`src/hdl/dmd_defs.svh`:
```
// Constants of the dot matrix display command core: field positions, opcodes,
// memory sizes, reset values and timing counts.
// Assumes it is included once per compilation unit by its bare name.
`ifndef DMD_DEFS_SVH
`define DMD_DEFS_SVH

////////////////////////////////////////////////////////////////////////////////
// Timing.
`define DMD_CLK_HZ          25000000
`define DMD_CLK_PERIOD_NS   40
`define DMD_OSC_HZ          300000
`define DMD_EXEC_TIME_NS    27000
`define DMD_EXEC_CYC        ((`DMD_EXEC_TIME_NS + `DMD_CLK_PERIOD_NS - 1) / `DMD_CLK_PERIOD_NS)
`define DMD_OSC_DIV         (`DMD_CLK_HZ / `DMD_OSC_HZ)
`define DMD_FRAME_DIV8      3072
`define DMD_FRAME_DIV9      3456
`define DMD_FRAME_DIV10     3840

////////////////////////////////////////////////////////////////////////////////
// Sizes.
`define DMD_ADDR_BITS       8
`define DMD_DATA_BITS       64
`define DMD_CHAR_DEPTH      52
`define DMD_SYM_DEPTH       13
`define DMD_DIGITS          13
`define DMD_ROM_CODES       240
`define DMD_GRAM_DEPTH      16
`define DMD_PAT_BITS        45

////////////////////////////////////////////////////////////////////////////////
// Opcodes as the bit string D60 D61 D62 D63.
`define DMD_OP_TECH         4'b0001
`define DMD_OP_ONOFF        4'b0010
`define DMD_OP_SHIFT        4'b0011
`define DMD_OP_SETPTR       4'b0100
`define DMD_OP_CHARW        4'b0101
`define DMD_OP_SYMW         4'b0110
`define DMD_OP_GLYPHW       4'b0111
`define DMD_OP_CONTRAST     4'b1000
`define DMD_OP_PORT         4'b1001

////////////////////////////////////////////////////////////////////////////////
// Field positions inside the 64 instruction bits.
`define DMD_F_LO            40
`define DMD_F_ADDR          48
`define DMD_F_M             56
`define DMD_F_A             57
`define DMD_F_C             58
`define DMD_F_D             59
`define DMD_F_SLOT          48

////////////////////////////////////////////////////////////////////////////////
// Reset values.
`define DMD_RST_DUTY        2'b00
`define DMD_RST_DIGITS      13'h0000
`define DMD_RST_CODE        8'h00

`endif

```
`src/hdl/dmd_pkg.sv`:
```
// Types shared by the dot matrix display command core files.
// Assumes dmd_defs.svh is available on the include path.
`include "dmd_defs.svh"

package dmd_pkg;
  typedef logic [5:0]                    dmd_char_addr_t;
  typedef logic [3:0]                    dmd_sym_addr_t;
  typedef logic [7:0]                    dmd_code_t;
  typedef logic [`DMD_PAT_BITS-1:0]      dmd_pattern_t;
  typedef enum logic [1:0] {
    DMD_RX_ADDR,
    DMD_RX_DATA
  } dmd_rx_state_t;
endpackage

```
`src/hdl/dmd_glyph_if.sv`:
```
// Carries glyph lookups and glyph RAM writes between the core and the lookup.
// Assumes both ends sit on the same clock.
`timescale 1ns/1ps

interface dmd_glyph_if;
  dmd_pkg::dmd_code_t    rd_code;
  dmd_pkg::dmd_pattern_t rd_pattern;
  logic                  wr_en;
  logic [3:0]            wr_slot;
  dmd_pkg::dmd_pattern_t wr_pattern;
  modport core   (output rd_code, input rd_pattern, output wr_en, output wr_slot, output wr_pattern);
  modport lookup (input rd_code, output rd_pattern, input wr_en, input wr_slot, input wr_pattern);
endinterface

```
`src/hdl/dmd_core.sv`:
```
// Serial instruction receiver, display memories and digit scanner of a dot
// matrix LCD controller. Assumes the serial pins are asynchronous to i_clk and
// that the host spaces instructions well beyond the execution time.
//
// Summary of operation
// [RULE1] Character code RAM of 52 bytes.
// [RULE2] Digits 1 to 13 show addresses 00 to 0C.
// [RULE3] Main shift left adds one, right wraps back.
// [RULE4] Character address is six bits, LSB first.
// [RULE5] Symbol RAM 13 by 5 drives dots directly.
// [RULE6] Symbol digits map 0 to C, rotate on shift.
// [RULE7] Symbol address is four bits, LSB first.
// [RULE8] Glyph ROM of 240 patterns by code.
// [RULE9] Writable glyph RAM of 16 patterns.
// [RULE10] Codes outside ROM select a glyph RAM slot.
// [RULE11] Sample on clock rise, act on enable fall.
// [RULE12] Eight address bits then 64 instruction bits.
// [RULE13] Host spaces transfers beyond execution time.
// [RULE14] Memory and shift take 27 us; setup immediate.
// [RULE15] On/off immediate, 27 us when entering sleep.
// [RULE16] Duty setup opcode carries duty and frame select.
// [RULE17] Duty select sets 1/8, 1/9, 1/10 commons.
// [RULE18] Frame divisor 3072, 3456, 3840, halved on select.
// [RULE19] On/off carries digit enables, main, symbol, blank, sleep.
// [RULE20] Main and symbol enables gate enabled digits.
// [RULE21] Output blank holds outputs at lowest level.
// [RULE22] Shift moves main, symbol per enables and direction.
// [RULE23] Set pointer loads both addresses together.
// [RULE24] Character write carries code, address, increment flag.
// [RULE25] Symbol write carries dots, address, increment flag.
// [RULE26] Glyph write carries 45 bits and slot code.
// [RULE27] Contrast carries level and enable.
// [RULE28] Port setting carries scan lines, levels, roles.
`timescale 1ns/1ps
`include "dmd_defs.svh"

module dmd_core #(
  parameter logic [7:0] BUS_ADDR = 8'h5A  // Arbitrary device select value.
) (
  // Clock and reset.
  input  wire logic        i_clk,
  input  wire logic        i_rst,
  // Serial pins from the host.
  input  wire logic        i_shift_clock_pin,
  input  wire logic        i_serial_data_pin,
  input  wire logic        i_chip_enable_pin,
  // Status.
  output logic             o_busy,
  output logic             o_sleep_select,
  // Display technique.
  output logic [1:0]       o_duty_select,
  output logic             o_frame_rate_select,
  output logic             o_com9_en,
  output logic             o_com10_en,
  output logic             o_frame_tick,
  output logic             o_output_blank,
  // Contrast and ports.
  output logic [3:0]       o_contrast_level,
  output logic             o_contrast_enable,
  output logic [5:0]       o_scan_line_setting,
  output logic [1:0]       o_output_port_level,
  output logic [1:0]       o_port_role_select,
  // Digit scan.
  output logic             o_scan_valid,
  output logic [3:0]       o_scan_digit,
  output logic [44:0]      o_main_glyph_data,
  output logic [4:0]       o_symbol_dot_data
);

  ////////////////////////////////////////////////////////////////////////////////
  // Functions.
  function automatic dmd_pkg::dmd_char_addr_t add52(input dmd_pkg::dmd_char_addr_t a,
                                                     input dmd_pkg::dmd_char_addr_t b);
    logic [6:0] s;
    s = {1'b0, a} + {1'b0, b};
    if (s >= 7'(`DMD_CHAR_DEPTH)) begin
      s = s - 7'(`DMD_CHAR_DEPTH);
    end
    add52 = s[5:0];
  endfunction

  function automatic dmd_pkg::dmd_sym_addr_t add13(input dmd_pkg::dmd_sym_addr_t a,
                                                    input dmd_pkg::dmd_sym_addr_t b);
    logic [4:0] s;
    s = {1'b0, a} + {1'b0, b};
    if (s >= 5'(`DMD_SYM_DEPTH)) begin
      s = s - 5'(`DMD_SYM_DEPTH);
    end
    add13 = s[3:0];
  endfunction

  ////////////////////////////////////////////////////////////////////////////////
  // Pin synchronisers.
  logic        sclk_s1_q, sclk_s2_q, sclk_s3_q;
  logic        ce_s1_q, ce_s2_q, ce_s3_q;
  logic        sd_s1_q, sd_s2_q;
  wire         sclk_rise = sclk_s2_q & ~sclk_s3_q;
  wire         ce_rise   = ce_s2_q & ~ce_s3_q;
  wire         ce_fall   = ~ce_s2_q & ce_s3_q;

  always_ff @(posedge i_clk) begin
    sclk_s1_q <= i_shift_clock_pin;
    sclk_s2_q <= sclk_s1_q;
    sclk_s3_q <= sclk_s2_q;
    ce_s1_q   <= i_chip_enable_pin;
    ce_s2_q   <= ce_s1_q;
    ce_s3_q   <= ce_s2_q;
    sd_s1_q   <= i_serial_data_pin;
    sd_s2_q   <= sd_s1_q;
  end

  ////////////////////////////////////////////////////////////////////////////////
  // Serial receiver. Only rising edges of the shift clock are used, so either idle level works.
  dmd_pkg::dmd_rx_state_t     rx_q;
  logic [7:0]                 addr_q;
  logic [`DMD_DATA_BITS-1:0]  data_q;
  logic [6:0]                 cnt_q;
  wire                        take_bit = sclk_rise & ce_s2_q & (rx_q == dmd_pkg::DMD_RX_DATA);

  always_ff @(posedge i_clk) begin
    if (i_rst) begin
      addr_q <= '0;
    end else if (sclk_rise & ~ce_s2_q) begin
      addr_q <= {sd_s2_q, addr_q[7:1]};  // [RULE11] [RULE12]
    end
  end

  always_ff @(posedge i_clk) begin
    if (i_rst) begin
      rx_q <= dmd_pkg::DMD_RX_ADDR;
      cnt_q <= '0;
    end else begin
      case (rx_q)
        dmd_pkg::DMD_RX_ADDR: begin
          if (ce_rise && addr_q == BUS_ADDR) begin
            rx_q  <= dmd_pkg::DMD_RX_DATA;  // [RULE12]
            cnt_q <= '0;
          end
        end
        dmd_pkg::DMD_RX_DATA: begin
          if (ce_fall) begin
            rx_q <= dmd_pkg::DMD_RX_ADDR;
          end else if (take_bit && cnt_q != 7'(`DMD_DATA_BITS)) begin
            cnt_q <= cnt_q + 7'd1;
          end
        end
        default: begin
          rx_q <= dmd_pkg::DMD_RX_ADDR;
        end
      endcase
    end
  end

  always_ff @(posedge i_clk) begin
    if (i_rst) begin
      data_q <= '0;
    end else if (take_bit && cnt_q != 7'(`DMD_DATA_BITS)) begin
      data_q[cnt_q[5:0]] <= sd_s2_q;  // [RULE11] [RULE12]
    end
  end

  ////////////////////////////////////////////////////////////////////////////////
  // Decode. An instruction runs at the fall of chip enable with all 64 bits in.
  logic        sleep_q;
  logic [9:0]  busy_q;
  wire  [3:0]  op       = {data_q[60], data_q[61], data_q[62], data_q[63]};
  wire         sleep_ok = (op == `DMD_OP_ONOFF) | (op == `DMD_OP_CONTRAST) | (op == `DMD_OP_PORT);
  wire         go       = ce_fall & (rx_q == dmd_pkg::DMD_RX_DATA) & (cnt_q == 7'(`DMD_DATA_BITS))
                          & (busy_q == '0) & (~sleep_q | sleep_ok);  // [RULE11] [RULE13]
  wire         do_tech  = go & (op == `DMD_OP_TECH);
  wire         do_onoff = go & (op == `DMD_OP_ONOFF);
  wire         do_shift = go & (op == `DMD_OP_SHIFT);
  wire         do_ptr   = go & (op == `DMD_OP_SETPTR);
  wire         do_charw = go & (op == `DMD_OP_CHARW);
  wire         do_symw  = go & (op == `DMD_OP_SYMW);
  wire         do_glyph = go & (op == `DMD_OP_GLYPHW);
  wire         do_con   = go & (op == `DMD_OP_CONTRAST);
  wire         do_port  = go & (op == `DMD_OP_PORT);
  wire         timed    = do_shift | do_ptr | do_charw | do_symw | do_glyph
                          | (do_onoff & data_q[`DMD_F_D]);  // [RULE14] [RULE15]
  wire  [5:0]  f_da     = data_q[`DMD_F_ADDR +: 6];  // [RULE4]
  wire  [3:0]  f_ra     = data_q[`DMD_F_ADDR +: 4];  // [RULE7]
  wire  [3:0]  f_ra_ptr = data_q[`DMD_F_M +: 4];

  // Execution time is only a guard window: effects land at once, new work is dropped.
  always_ff @(posedge i_clk) begin
    if (i_rst) begin
      busy_q <= '0;
    end else if (timed) begin
      busy_q <= 10'(`DMD_EXEC_CYC - 1);  // [RULE14] [RULE15]
    end else if (busy_q != '0) begin
      busy_q <= busy_q - 10'd1;
    end
  end

  ////////////////////////////////////////////////////////////////////////////////
  // Control state.
  logic [1:0]  duty_q;
  logic        frc_q, main_en_q, sym_en_q, blank_q;
  logic [12:0] digit_en_q;

  always_ff @(posedge i_clk) begin
    if (i_rst) begin
      duty_q <= `DMD_RST_DUTY;
      frc_q  <= 1'b0;
    end else if (do_tech) begin
      duty_q <= {data_q[`DMD_F_M], data_q[`DMD_F_A]};  // [RULE16] [RULE17]
      frc_q  <= data_q[`DMD_F_C];  // [RULE16]
    end
  end

  always_ff @(posedge i_clk) begin
    if (i_rst) begin
      digit_en_q <= `DMD_RST_DIGITS;
      main_en_q  <= 1'b0;
      sym_en_q   <= 1'b0;
      blank_q    <= 1'b0;
      sleep_q    <= 1'b0;
    end else if (do_onoff) begin
      digit_en_q <= data_q[`DMD_F_LO +: `DMD_DIGITS];  // [RULE19]
      main_en_q  <= data_q[`DMD_F_M];
      sym_en_q   <= data_q[`DMD_F_A];
      blank_q    <= data_q[`DMD_F_C];
      sleep_q    <= data_q[`DMD_F_D];
    end
  end

  ////////////////////////////////////////////////////////////////////////////////
  // Address pointer, shift offsets and increment tracking.
  dmd_pkg::dmd_char_addr_t ptr_char_q, off_char_q, next_char_q;
  dmd_pkg::dmd_sym_addr_t  ptr_sym_q, off_sym_q, next_sym_q;
  logic                    inc_char_q, inc_sym_q;
  wire                     rl       = data_q[`DMD_F_C];
  wire dmd_pkg::dmd_char_addr_t step_c = rl ? 6'(`DMD_CHAR_DEPTH - 1) : 6'd1;
  wire dmd_pkg::dmd_sym_addr_t  step_s = rl ? 4'(`DMD_SYM_DEPTH - 1) : 4'd1;
  wire dmd_pkg::dmd_char_addr_t wa_c   = (data_q[`DMD_F_M] & inc_char_q) ? next_char_q : add52(f_da, 6'd0);
  wire dmd_pkg::dmd_sym_addr_t  wa_s   = (data_q[`DMD_F_M] & inc_sym_q) ? next_sym_q : add13(f_ra, 4'd0);

  always_ff @(posedge i_clk) begin
    if (i_rst) begin
      ptr_char_q <= '0;
      ptr_sym_q  <= '0;
    end else if (do_ptr) begin
      ptr_char_q <= add52(f_da, 6'd0);  // [RULE23]
      ptr_sym_q  <= add13(f_ra_ptr, 4'd0);  // [RULE23]
    end
  end

  always_ff @(posedge i_clk) begin
    if (i_rst) begin
      off_char_q <= '0;
      off_sym_q  <= '0;
    end else if (do_shift) begin
      if (data_q[`DMD_F_M]) begin
        off_char_q <= add52(off_char_q, step_c);  // [RULE3] [RULE22]
      end
      if (data_q[`DMD_F_A]) begin
        off_sym_q <= add13(off_sym_q, step_s);  // [RULE6] [RULE22]
      end
    end
  end

  // A write with the flag set advances on from the previous write if that one was flagged too.
  always_ff @(posedge i_clk) begin
    if (i_rst) begin
      inc_char_q  <= 1'b0;
      next_char_q <= '0;
      inc_sym_q   <= 1'b0;
      next_sym_q  <= '0;
    end else begin
      if (do_charw) begin
        inc_char_q  <= data_q[`DMD_F_M];  // [RULE24]
        next_char_q <= add52(wa_c, 6'd1);
      end
      if (do_symw) begin
        inc_sym_q  <= data_q[`DMD_F_M];  // [RULE25]
        next_sym_q <= add13(wa_s, 4'd1);
      end
    end
  end

  ////////////////////////////////////////////////////////////////////////////////
  // Display memories.
  dmd_pkg::dmd_code_t char_ram_q [`DMD_CHAR_DEPTH];
  logic [4:0]         sym_ram_q  [`DMD_SYM_DEPTH];

  always_ff @(posedge i_clk) begin
    if (i_rst) begin
      for (int i = 0; i < `DMD_CHAR_DEPTH; i++) begin
        char_ram_q[i] <= `DMD_RST_CODE;  // [RULE1]
      end
    end else if (do_charw) begin
      char_ram_q[wa_c] <= data_q[`DMD_F_LO +: 8];  // [RULE1] [RULE24]
    end
  end

  always_ff @(posedge i_clk) begin
    if (i_rst) begin
      for (int i = 0; i < `DMD_SYM_DEPTH; i++) begin
        sym_ram_q[i] <= '0;
      end
    end else if (do_symw) begin
      sym_ram_q[wa_s] <= data_q[`DMD_F_LO +: 5];  // [RULE5] [RULE25]
    end
  end

  dmd_glyph_if gl ();

  assign gl.wr_en      = do_glyph & (data_q[`DMD_F_SLOT +: 8] < 8'(`DMD_GRAM_DEPTH));  // [RULE26]
  assign gl.wr_slot    = data_q[`DMD_F_SLOT +: 4];
  assign gl.wr_pattern = data_q[`DMD_PAT_BITS-1:0];  // [RULE26]

  dmd_glyph_lookup u_lookup (
    .i_clk (i_clk),
    .i_rst (i_rst),
    .gl    (gl.lookup)
  );

  ////////////////////////////////////////////////////////////////////////////////
  // Digit scanner: one digit per clock, mapped through pointer and offset.
  logic [3:0]  dig_q;
  wire  [5:0]  dig6     = {2'b00, dig_q};
  wire  [5:0]  map_c    = add52(add52(ptr_char_q, off_char_q), dig6);  // [RULE2] [RULE3]
  wire  [3:0]  map_s    = add13(add13(ptr_sym_q, off_sym_q), dig_q);  // [RULE6]
  wire         dark     = blank_q | sleep_q;  // [RULE21]
  wire         dig_on   = digit_en_q[dig_q] & ~dark;
  wire         show_m   = dig_on & main_en_q;  // [RULE20]
  wire         show_a   = dig_on & sym_en_q;  // [RULE20]

  assign gl.rd_code = char_ram_q[map_c];  // [RULE8]

  always_ff @(posedge i_clk) begin
    if (i_rst || dig_q == 4'(`DMD_DIGITS - 1)) begin
      dig_q <= '0;
    end else begin
      dig_q <= dig_q + 4'd1;
    end
  end

  always_ff @(posedge i_clk) begin
    if (i_rst) begin
      o_scan_valid      <= 1'b0;
      o_scan_digit      <= '0;
      o_main_glyph_data <= '0;
      o_symbol_dot_data <= '0;
    end else begin
      o_scan_valid      <= 1'b1;
      o_scan_digit      <= dig_q + 4'd1;
      o_main_glyph_data <= show_m ? gl.rd_pattern : '0;  // [RULE8] [RULE20]
      o_symbol_dot_data <= show_a ? sym_ram_q[map_s] : 5'd0;  // [RULE5] [RULE20]
    end
  end

  ////////////////////////////////////////////////////////////////////////////////
  // Oscillator model and frame timing; sleep stops the oscillator.
  logic [6:0]  osc_q;
  logic [11:0] frame_q;
  wire         osc_tick = (osc_q == 7'(`DMD_OSC_DIV - 1)) & ~sleep_q;
  wire  [11:0] base_div = (duty_q == 2'b00) ? 12'(`DMD_FRAME_DIV8) :
                          (duty_q == 2'b10) ? 12'(`DMD_FRAME_DIV9) : 12'(`DMD_FRAME_DIV10);  // [RULE18]
  wire  [11:0] frame_div = frc_q ? {1'b0, base_div[11:1]} : base_div;  // [RULE18]

  always_ff @(posedge i_clk) begin
    if (i_rst || osc_tick || sleep_q) begin
      osc_q <= '0;
    end else begin
      osc_q <= osc_q + 7'd1;
    end
  end

  always_ff @(posedge i_clk) begin
    if (i_rst) begin
      frame_q      <= '0;
      o_frame_tick <= 1'b0;
    end else begin
      o_frame_tick <= osc_tick && frame_q == frame_div - 12'd1;
      if (osc_tick) begin
        frame_q <= (frame_q >= frame_div - 12'd1) ? 12'd0 : frame_q + 12'd1;
      end
    end
  end

  ////////////////////////////////////////////////////////////////////////////////
  // Contrast, ports and plain status outputs.
  always_ff @(posedge i_clk) begin
    if (i_rst) begin
      o_contrast_level  <= '0;
      o_contrast_enable <= 1'b0;
    end else if (do_con) begin
      o_contrast_level  <= data_q[`DMD_F_ADDR +: 4];  // [RULE27]
      o_contrast_enable <= data_q[`DMD_F_M];  // [RULE27]
    end
  end

  always_ff @(posedge i_clk) begin
    if (i_rst) begin
      o_scan_line_setting <= '0;
      o_output_port_level <= '0;
      o_port_role_select  <= '0;
    end else if (do_port) begin
      o_scan_line_setting <= data_q[`DMD_F_ADDR +: 6];  // [RULE28]
      o_output_port_level <= data_q[`DMD_F_M +: 2];  // [RULE28]
      o_port_role_select  <= data_q[`DMD_F_C +: 2];  // [RULE28]
    end
  end

  always_ff @(posedge i_clk) begin
    if (i_rst) begin
      o_busy              <= 1'b0;
      o_sleep_select      <= 1'b0;
      o_duty_select       <= `DMD_RST_DUTY;
      o_frame_rate_select <= 1'b0;
      o_com9_en           <= 1'b0;
      o_com10_en          <= 1'b0;
      o_output_blank      <= 1'b0;
    end else begin
      o_busy              <= timed | (busy_q != 10'd0);  // [RULE14]
      o_sleep_select      <= sleep_q;
      o_duty_select       <= duty_q;
      o_frame_rate_select <= frc_q;
      o_com9_en           <= duty_q != 2'b00;  // [RULE17]
      o_com10_en          <= duty_q[0];  // [RULE17]
      o_output_blank      <= dark;  // [RULE21]
    end
  end

endmodule

```
`src/hdl/dmd_glyph_lookup.sv`:
```
// Glyph ROM and writable glyph RAM behind one combinational lookup port.
// Assumes writes arrive as single-cycle strobes on the core's clock.
`timescale 1ns/1ps
`include "dmd_defs.svh"

module dmd_glyph_lookup (
  // Clock and reset.
  input wire logic   i_clk,
  input wire logic   i_rst,
  // Lookup and write port.
  dmd_glyph_if.lookup gl
);

  dmd_pkg::dmd_pattern_t gram_q [`DMD_GRAM_DEPTH];
  wire                   use_ram;
  wire [3:0]             ram_slot;

  // Fixed font table; the dot contents are arbitrary, only the indexing matters.
  function automatic dmd_pkg::dmd_pattern_t rom_pattern(input dmd_pkg::dmd_code_t code);
    rom_pattern = {5{code, ^code}};
  endfunction

  ////////////////////////////////////////////////////////////////////////////////
  // The source is chosen from the code alone: codes below 16 are user glyphs.
  assign use_ram       = (gl.rd_code < 8'(`DMD_GRAM_DEPTH));  // [RULE10]
  assign ram_slot      = gl.rd_code[3:0];
  assign gl.rd_pattern = use_ram ? gram_q[ram_slot] : rom_pattern(gl.rd_code);  // [RULE8] [RULE10]

  always_ff @(posedge i_clk) begin
    if (i_rst) begin
      for (int i = 0; i < `DMD_GRAM_DEPTH; i++) begin
        gram_q[i] <= '0;
      end
    end else if (gl.wr_en) begin
      gram_q[gl.wr_slot] <= gl.wr_pattern;  // [RULE9]
    end
  end

endmodule

```
`config.mk`:
```
export PLATFORM = sky130hd
export DESIGN_NAME = dmd_core
export DESIGN_NICKNAME = d
export VERILOG_FILES = /design/src/hdl/dmd_pkg.sv /design/src/hdl/dmd_glyph_if.sv /design/src/hdl/dmd_core.sv /design/src/hdl/dmd_glyph_lookup.sv
export VERILOG_INCLUDE_DIRS = /design/src /design/src/hdl
export SDC_FILE = /design/constraint.sdc
export NUM_CORES = 2
export LEC_CHECK = 0
export ABC_AREA = 1
export BUFFER_PORTS_ARGS = -buffer_cell sky130_fd_sc_hd__clkbuf_2
export CAP_MARGIN = 20
export CORE_MARGIN = 2
export CORE_UTILIZATION = 32
export DETAILED_ROUTE_END_ITERATION = 10
export PLACE_DENSITY = 0.44
export SYNTH_ARGS = -nofsm -noshare
export SYNTH_HDL_FRONTEND = slang
export SYNTH_SLANG_ARGS = --single-unit
```
`constraint.sdc`:
```
create_clock -name i_clk -period 7.9 [get_ports i_clk]
set_input_delay 0.79 -clock i_clk [delete_from_list [all_inputs] [get_ports i_clk]]
set_output_delay 0.79 -clock i_clk [all_outputs]
set_load 0.02 [all_outputs]
```
==> impl_metrics.yaml <==
place:
  io_buffers: 83
  dp_hpwl_um: 145200
  dpl-instance-area_um2: 75970
  gp_congestion: 0.8659
  place_inst: 10370
sta:
  finalClockSkew_ns: 0.04950
  maxSlewViolCount: 0
  whs_ns: 0.07751
  worst_pin_slew_ns: 1.215
  hold_violations: 0
  rsz0062_at_grt: "no"
  max_freq_mhz: 135.8
  relSlewSlack_pct: 19.02
  setup_tns_ns: 0
  finalCritPeriodShare_pct: 93.21
  setup_viol: 0
  fin_crit_ns: 7.363
setup_path:
  path_common_cell: "nand2_1"
  cp-start-kind: "flop"
  crit_required_ns: 8.64
  worstPathMaxFanout: 48
  cp_slowest_cell: "o311ai_0"
  crit_arrival_ns: 8.10
  critPathKind: "flop to flop"
  cp-end-kind: "flop"
  max_stage_delay_ns: 0.58
clock_tree:
  cts_root_buf: "clkbuf_16"
  cts_buffers: 180
  clk-insertion-delay-late_ns: 0.84
  cts_max_level: 4
  cts_buffer_depth: 3
  cts_sinks: 1563
  cts_tree: "yes"
  path_clk_slew_ns: 0.06
flow_run:
  drv_cap: 0
power_and_ir_drop:
  p_total_uw: 20310
  power.leakage_uw: 0.03009
  peakVddDrop_uv: 233.3
  p_per_area_nw_per_um2: 248.0
synthesis:
  synth_area_um2: 72400
  avgSynthCellArea_um2: 9.428
  synth_area_leader_cell: "edfxtp_1"
  ys_ff_latch: 1563
  yosys_warnings: 0
  synthesis.nets: 7768
  synthArstFlopShare_pct: 0
  synth-seq-area-share_pct: 61.36
  synth_area_leaders: "edfxtp_1, nor2_1, nand2_1, dfxtp_1, nand3_1"
  synth_top_flop_cell: "edfxtp_1"
  synthDistinctLibCells: 53
  synthCells: 7679
  synth_top_area_share_pct: 54.42
  synth_enable_flop_cells: 1312
die:
  initial_core_util_pct: 32.19
  fp.dieH_um: 479.7
  fp.coreArea_um2: 224900
  io_pins: 84
  rows: 174
  dieArea_um2: 230100
  die_w_um: 479.7
cells_and_area:
  fin_nets: 7652
  fill_cells: 22720
  area_growth_pct: 13.08
  fin_area_um2: 81870
  layout.cells.non_filler: 10710
  drive_gt1_share_pct: 7.351
  diodes: 0
route:
  ant_nets: 0
  wirelength_um: 250100
  drc_errors: 0
  routed_via_density: 5.106
  vias: 54660
  drt_pass1_iterations: 6
  wl_per_cell_um: 23.36
  drt-initial-drc-count: 4630
global_route:
  grt_pass1_vias: 53400
  antenna_found_initial: 10
  globalRouteOverflowTotal: 0
  grt_first_pass_wirelength_um: 367700
  grt.total_usage_pct: 21.37
  grt_max_degree: 165
outcome:
  outcome: "complete, no violations"
hold_path:
  hold_class: "primary input to flop"
[registers in the layout, indices dropped and copies added (netlist names), 5 cells and up]
| signal | count |
|---|---|
| digit_en_q | 13 |
| busy_q | 10 |
| frame_q | 12 |
| o_scan_line_setting | 6 |
| u_lookup.gram_q | 720 |
| off_char_q | 6 |
| o_main_glyph_data | 45 |
| o_symbol_dot_data | 5 |
| cnt_q | 7 |
| ptr_char_q | 6 |
| char_ram_q | 512 |
| addr_q | 8 |
| data_q | 64 |
| sym_ram_q | 80 |
| osc_q | 7 |
| next_char_q | 6 |
[cells in the final DEF, fill, tap and decap left out, types with 9 or more instances in the layout]
master / netlist / routed
dfxtp_1: 251 / 250
a221oi_1: 32 / 32
nand3_1: 491 / 485
clkbuf_16: 0 / 184
clkbuf_8: 0 / 20
inv_2: 14 / 9
a32o_1: 16 / 16
clkinv_2: 0 / 30
bufinv_16: 0 / 9
nand3b_1: 283 / 283
edfxtp_1: 1312 / 1312
o22ai_1: 92 / 92
o21a_1: 15 / 15
nor3_1: 41 / 37
inv_1: 585 / 582
nand2_2: 8 / 9
buf_12: 0 / 23
a21oi_1: 277 / 277
clkinv_1: 44 / 63
xor2_1: 28 / 27
buf_4: 6 / 95
a31oi_1: 30 / 30
o221ai_1: 20 / 20
clkbuf_2: 0 / 83
o211ai_1: 26 / 26
nand2_4: 4 / 38
xnor2_1: 12 / 12
o21ai_1: 47 / 48
o21ai_0: 394 / 393
clkbuf_1: 358 / 57
nor2_1: 1586 / 1578
ha_1: 79 / 78
nand2_1: 1420 / 1385
[layout make-up]
class / count / area [um^2] / area share, %
inverter: 643 / 2439 / 2.979
sequential: 1563 / 44420 / 54.26
multi-input combinational: 4972 / 23800 / 29.07
clock buffer: 261 / 5094 / 6.222
tap: 2992 / 3744 / 4.573
clock inverter: 71 / 724.4 / 0.8849
timing repair buffer: 203 / 1644 / 2.008
[power by group]
part	internal (uW)	switching, uW
clock	4780	3560
sequential	9250	103
combinational	732	1890
total	14800	5550
[path summary, 6_finish.rpt]
check             slack, ns              endpoint              start  cells past startpoint
setup reg to reg       0.54  o_main_glyph_data[0]      off_char_q[0]                     36
hold reg to reg        0.32             sclk_s2_q          sclk_s1_q                      0
setup / recovery       0.54  o_main_glyph_data[0]      off_char_q[0]                     36
hold / removal         0.08               sd_s1_q  i_serial_data_pin                      1
[layer usage]
layer | wire (um) | global-route usage [%] | vias to the layer above
li1 | - | - | 25510
met1 | 114800 | 30.09 | 27360
met2 | 116600 | 34.78 | 1459
met3 | 12960 | 2.768 | 324
met4 | 5662 | 5.210 | 4
met5 | 24 | 0 | -
[logic make-up (layout without fill, tap and decap cells)]
group / count (synthesis) / after routing / synth area share, %
AOI/OAI and AO/OA: 974 / 974 / 7.592
xor gates and xnor gates: 41 / 41 / 0.5064
adders and majority gates: 84 / 84 / 1.504
buffers and inverters: 1144 / 1178 / 6.291
DFF: 1563 / 1563 / 61.36
muxes: 1 / 1 / 0.01383
and+or+nand+nor: 3872 / 3872 / 22.74
[critical path, delay by kind of cell (launching register included)]
family                   cells  cell delay (ns)
AND/OR/NAND/NOR             17             2.35
AO/OA/AOI/OAI                6             1.48
adder cells (fa/ha/maj)      5             1.40
XOR/XNOR                     4             1.19
buffers and inverters        4             0.47
flip-flops                   1             0.37
[synthesized netlist by cell type (all sizes together) (29+ instances only)]
cell type / count
nand2: 1432
buf: 143
nand3: 495
a21oi: 277
o22ai: 92
o21ai: 443
nor2: 1591
edfxtp: 1312
clkbuf: 358
ha: 79
xor2: 29
dfxtp: 251
a221oi: 32
inv: 599
a31oi: 30
nor3: 41
clkinv: 44
nand3b: 283
[timing repair]
| item | CTS | global route |
|---|---|---|
| endpoints found under the setup margin | 0 | 17 |
| setup buffers | 0 | 0 |
| resized for setup | 0 | 5 |
| hold buffers | 0 | 0 |
[per-stage QoR]
step                      utilization, %  worst slack [ns]
after global placement             33.78            0.2887
after floorplan                        -             1.997
after CTS                          36.37            0.2342
after detailed placement           33.78            0.2455
after global routing               36.40          0.005326
final                              36.40            0.5367
(Power assumes the default switching activity.)
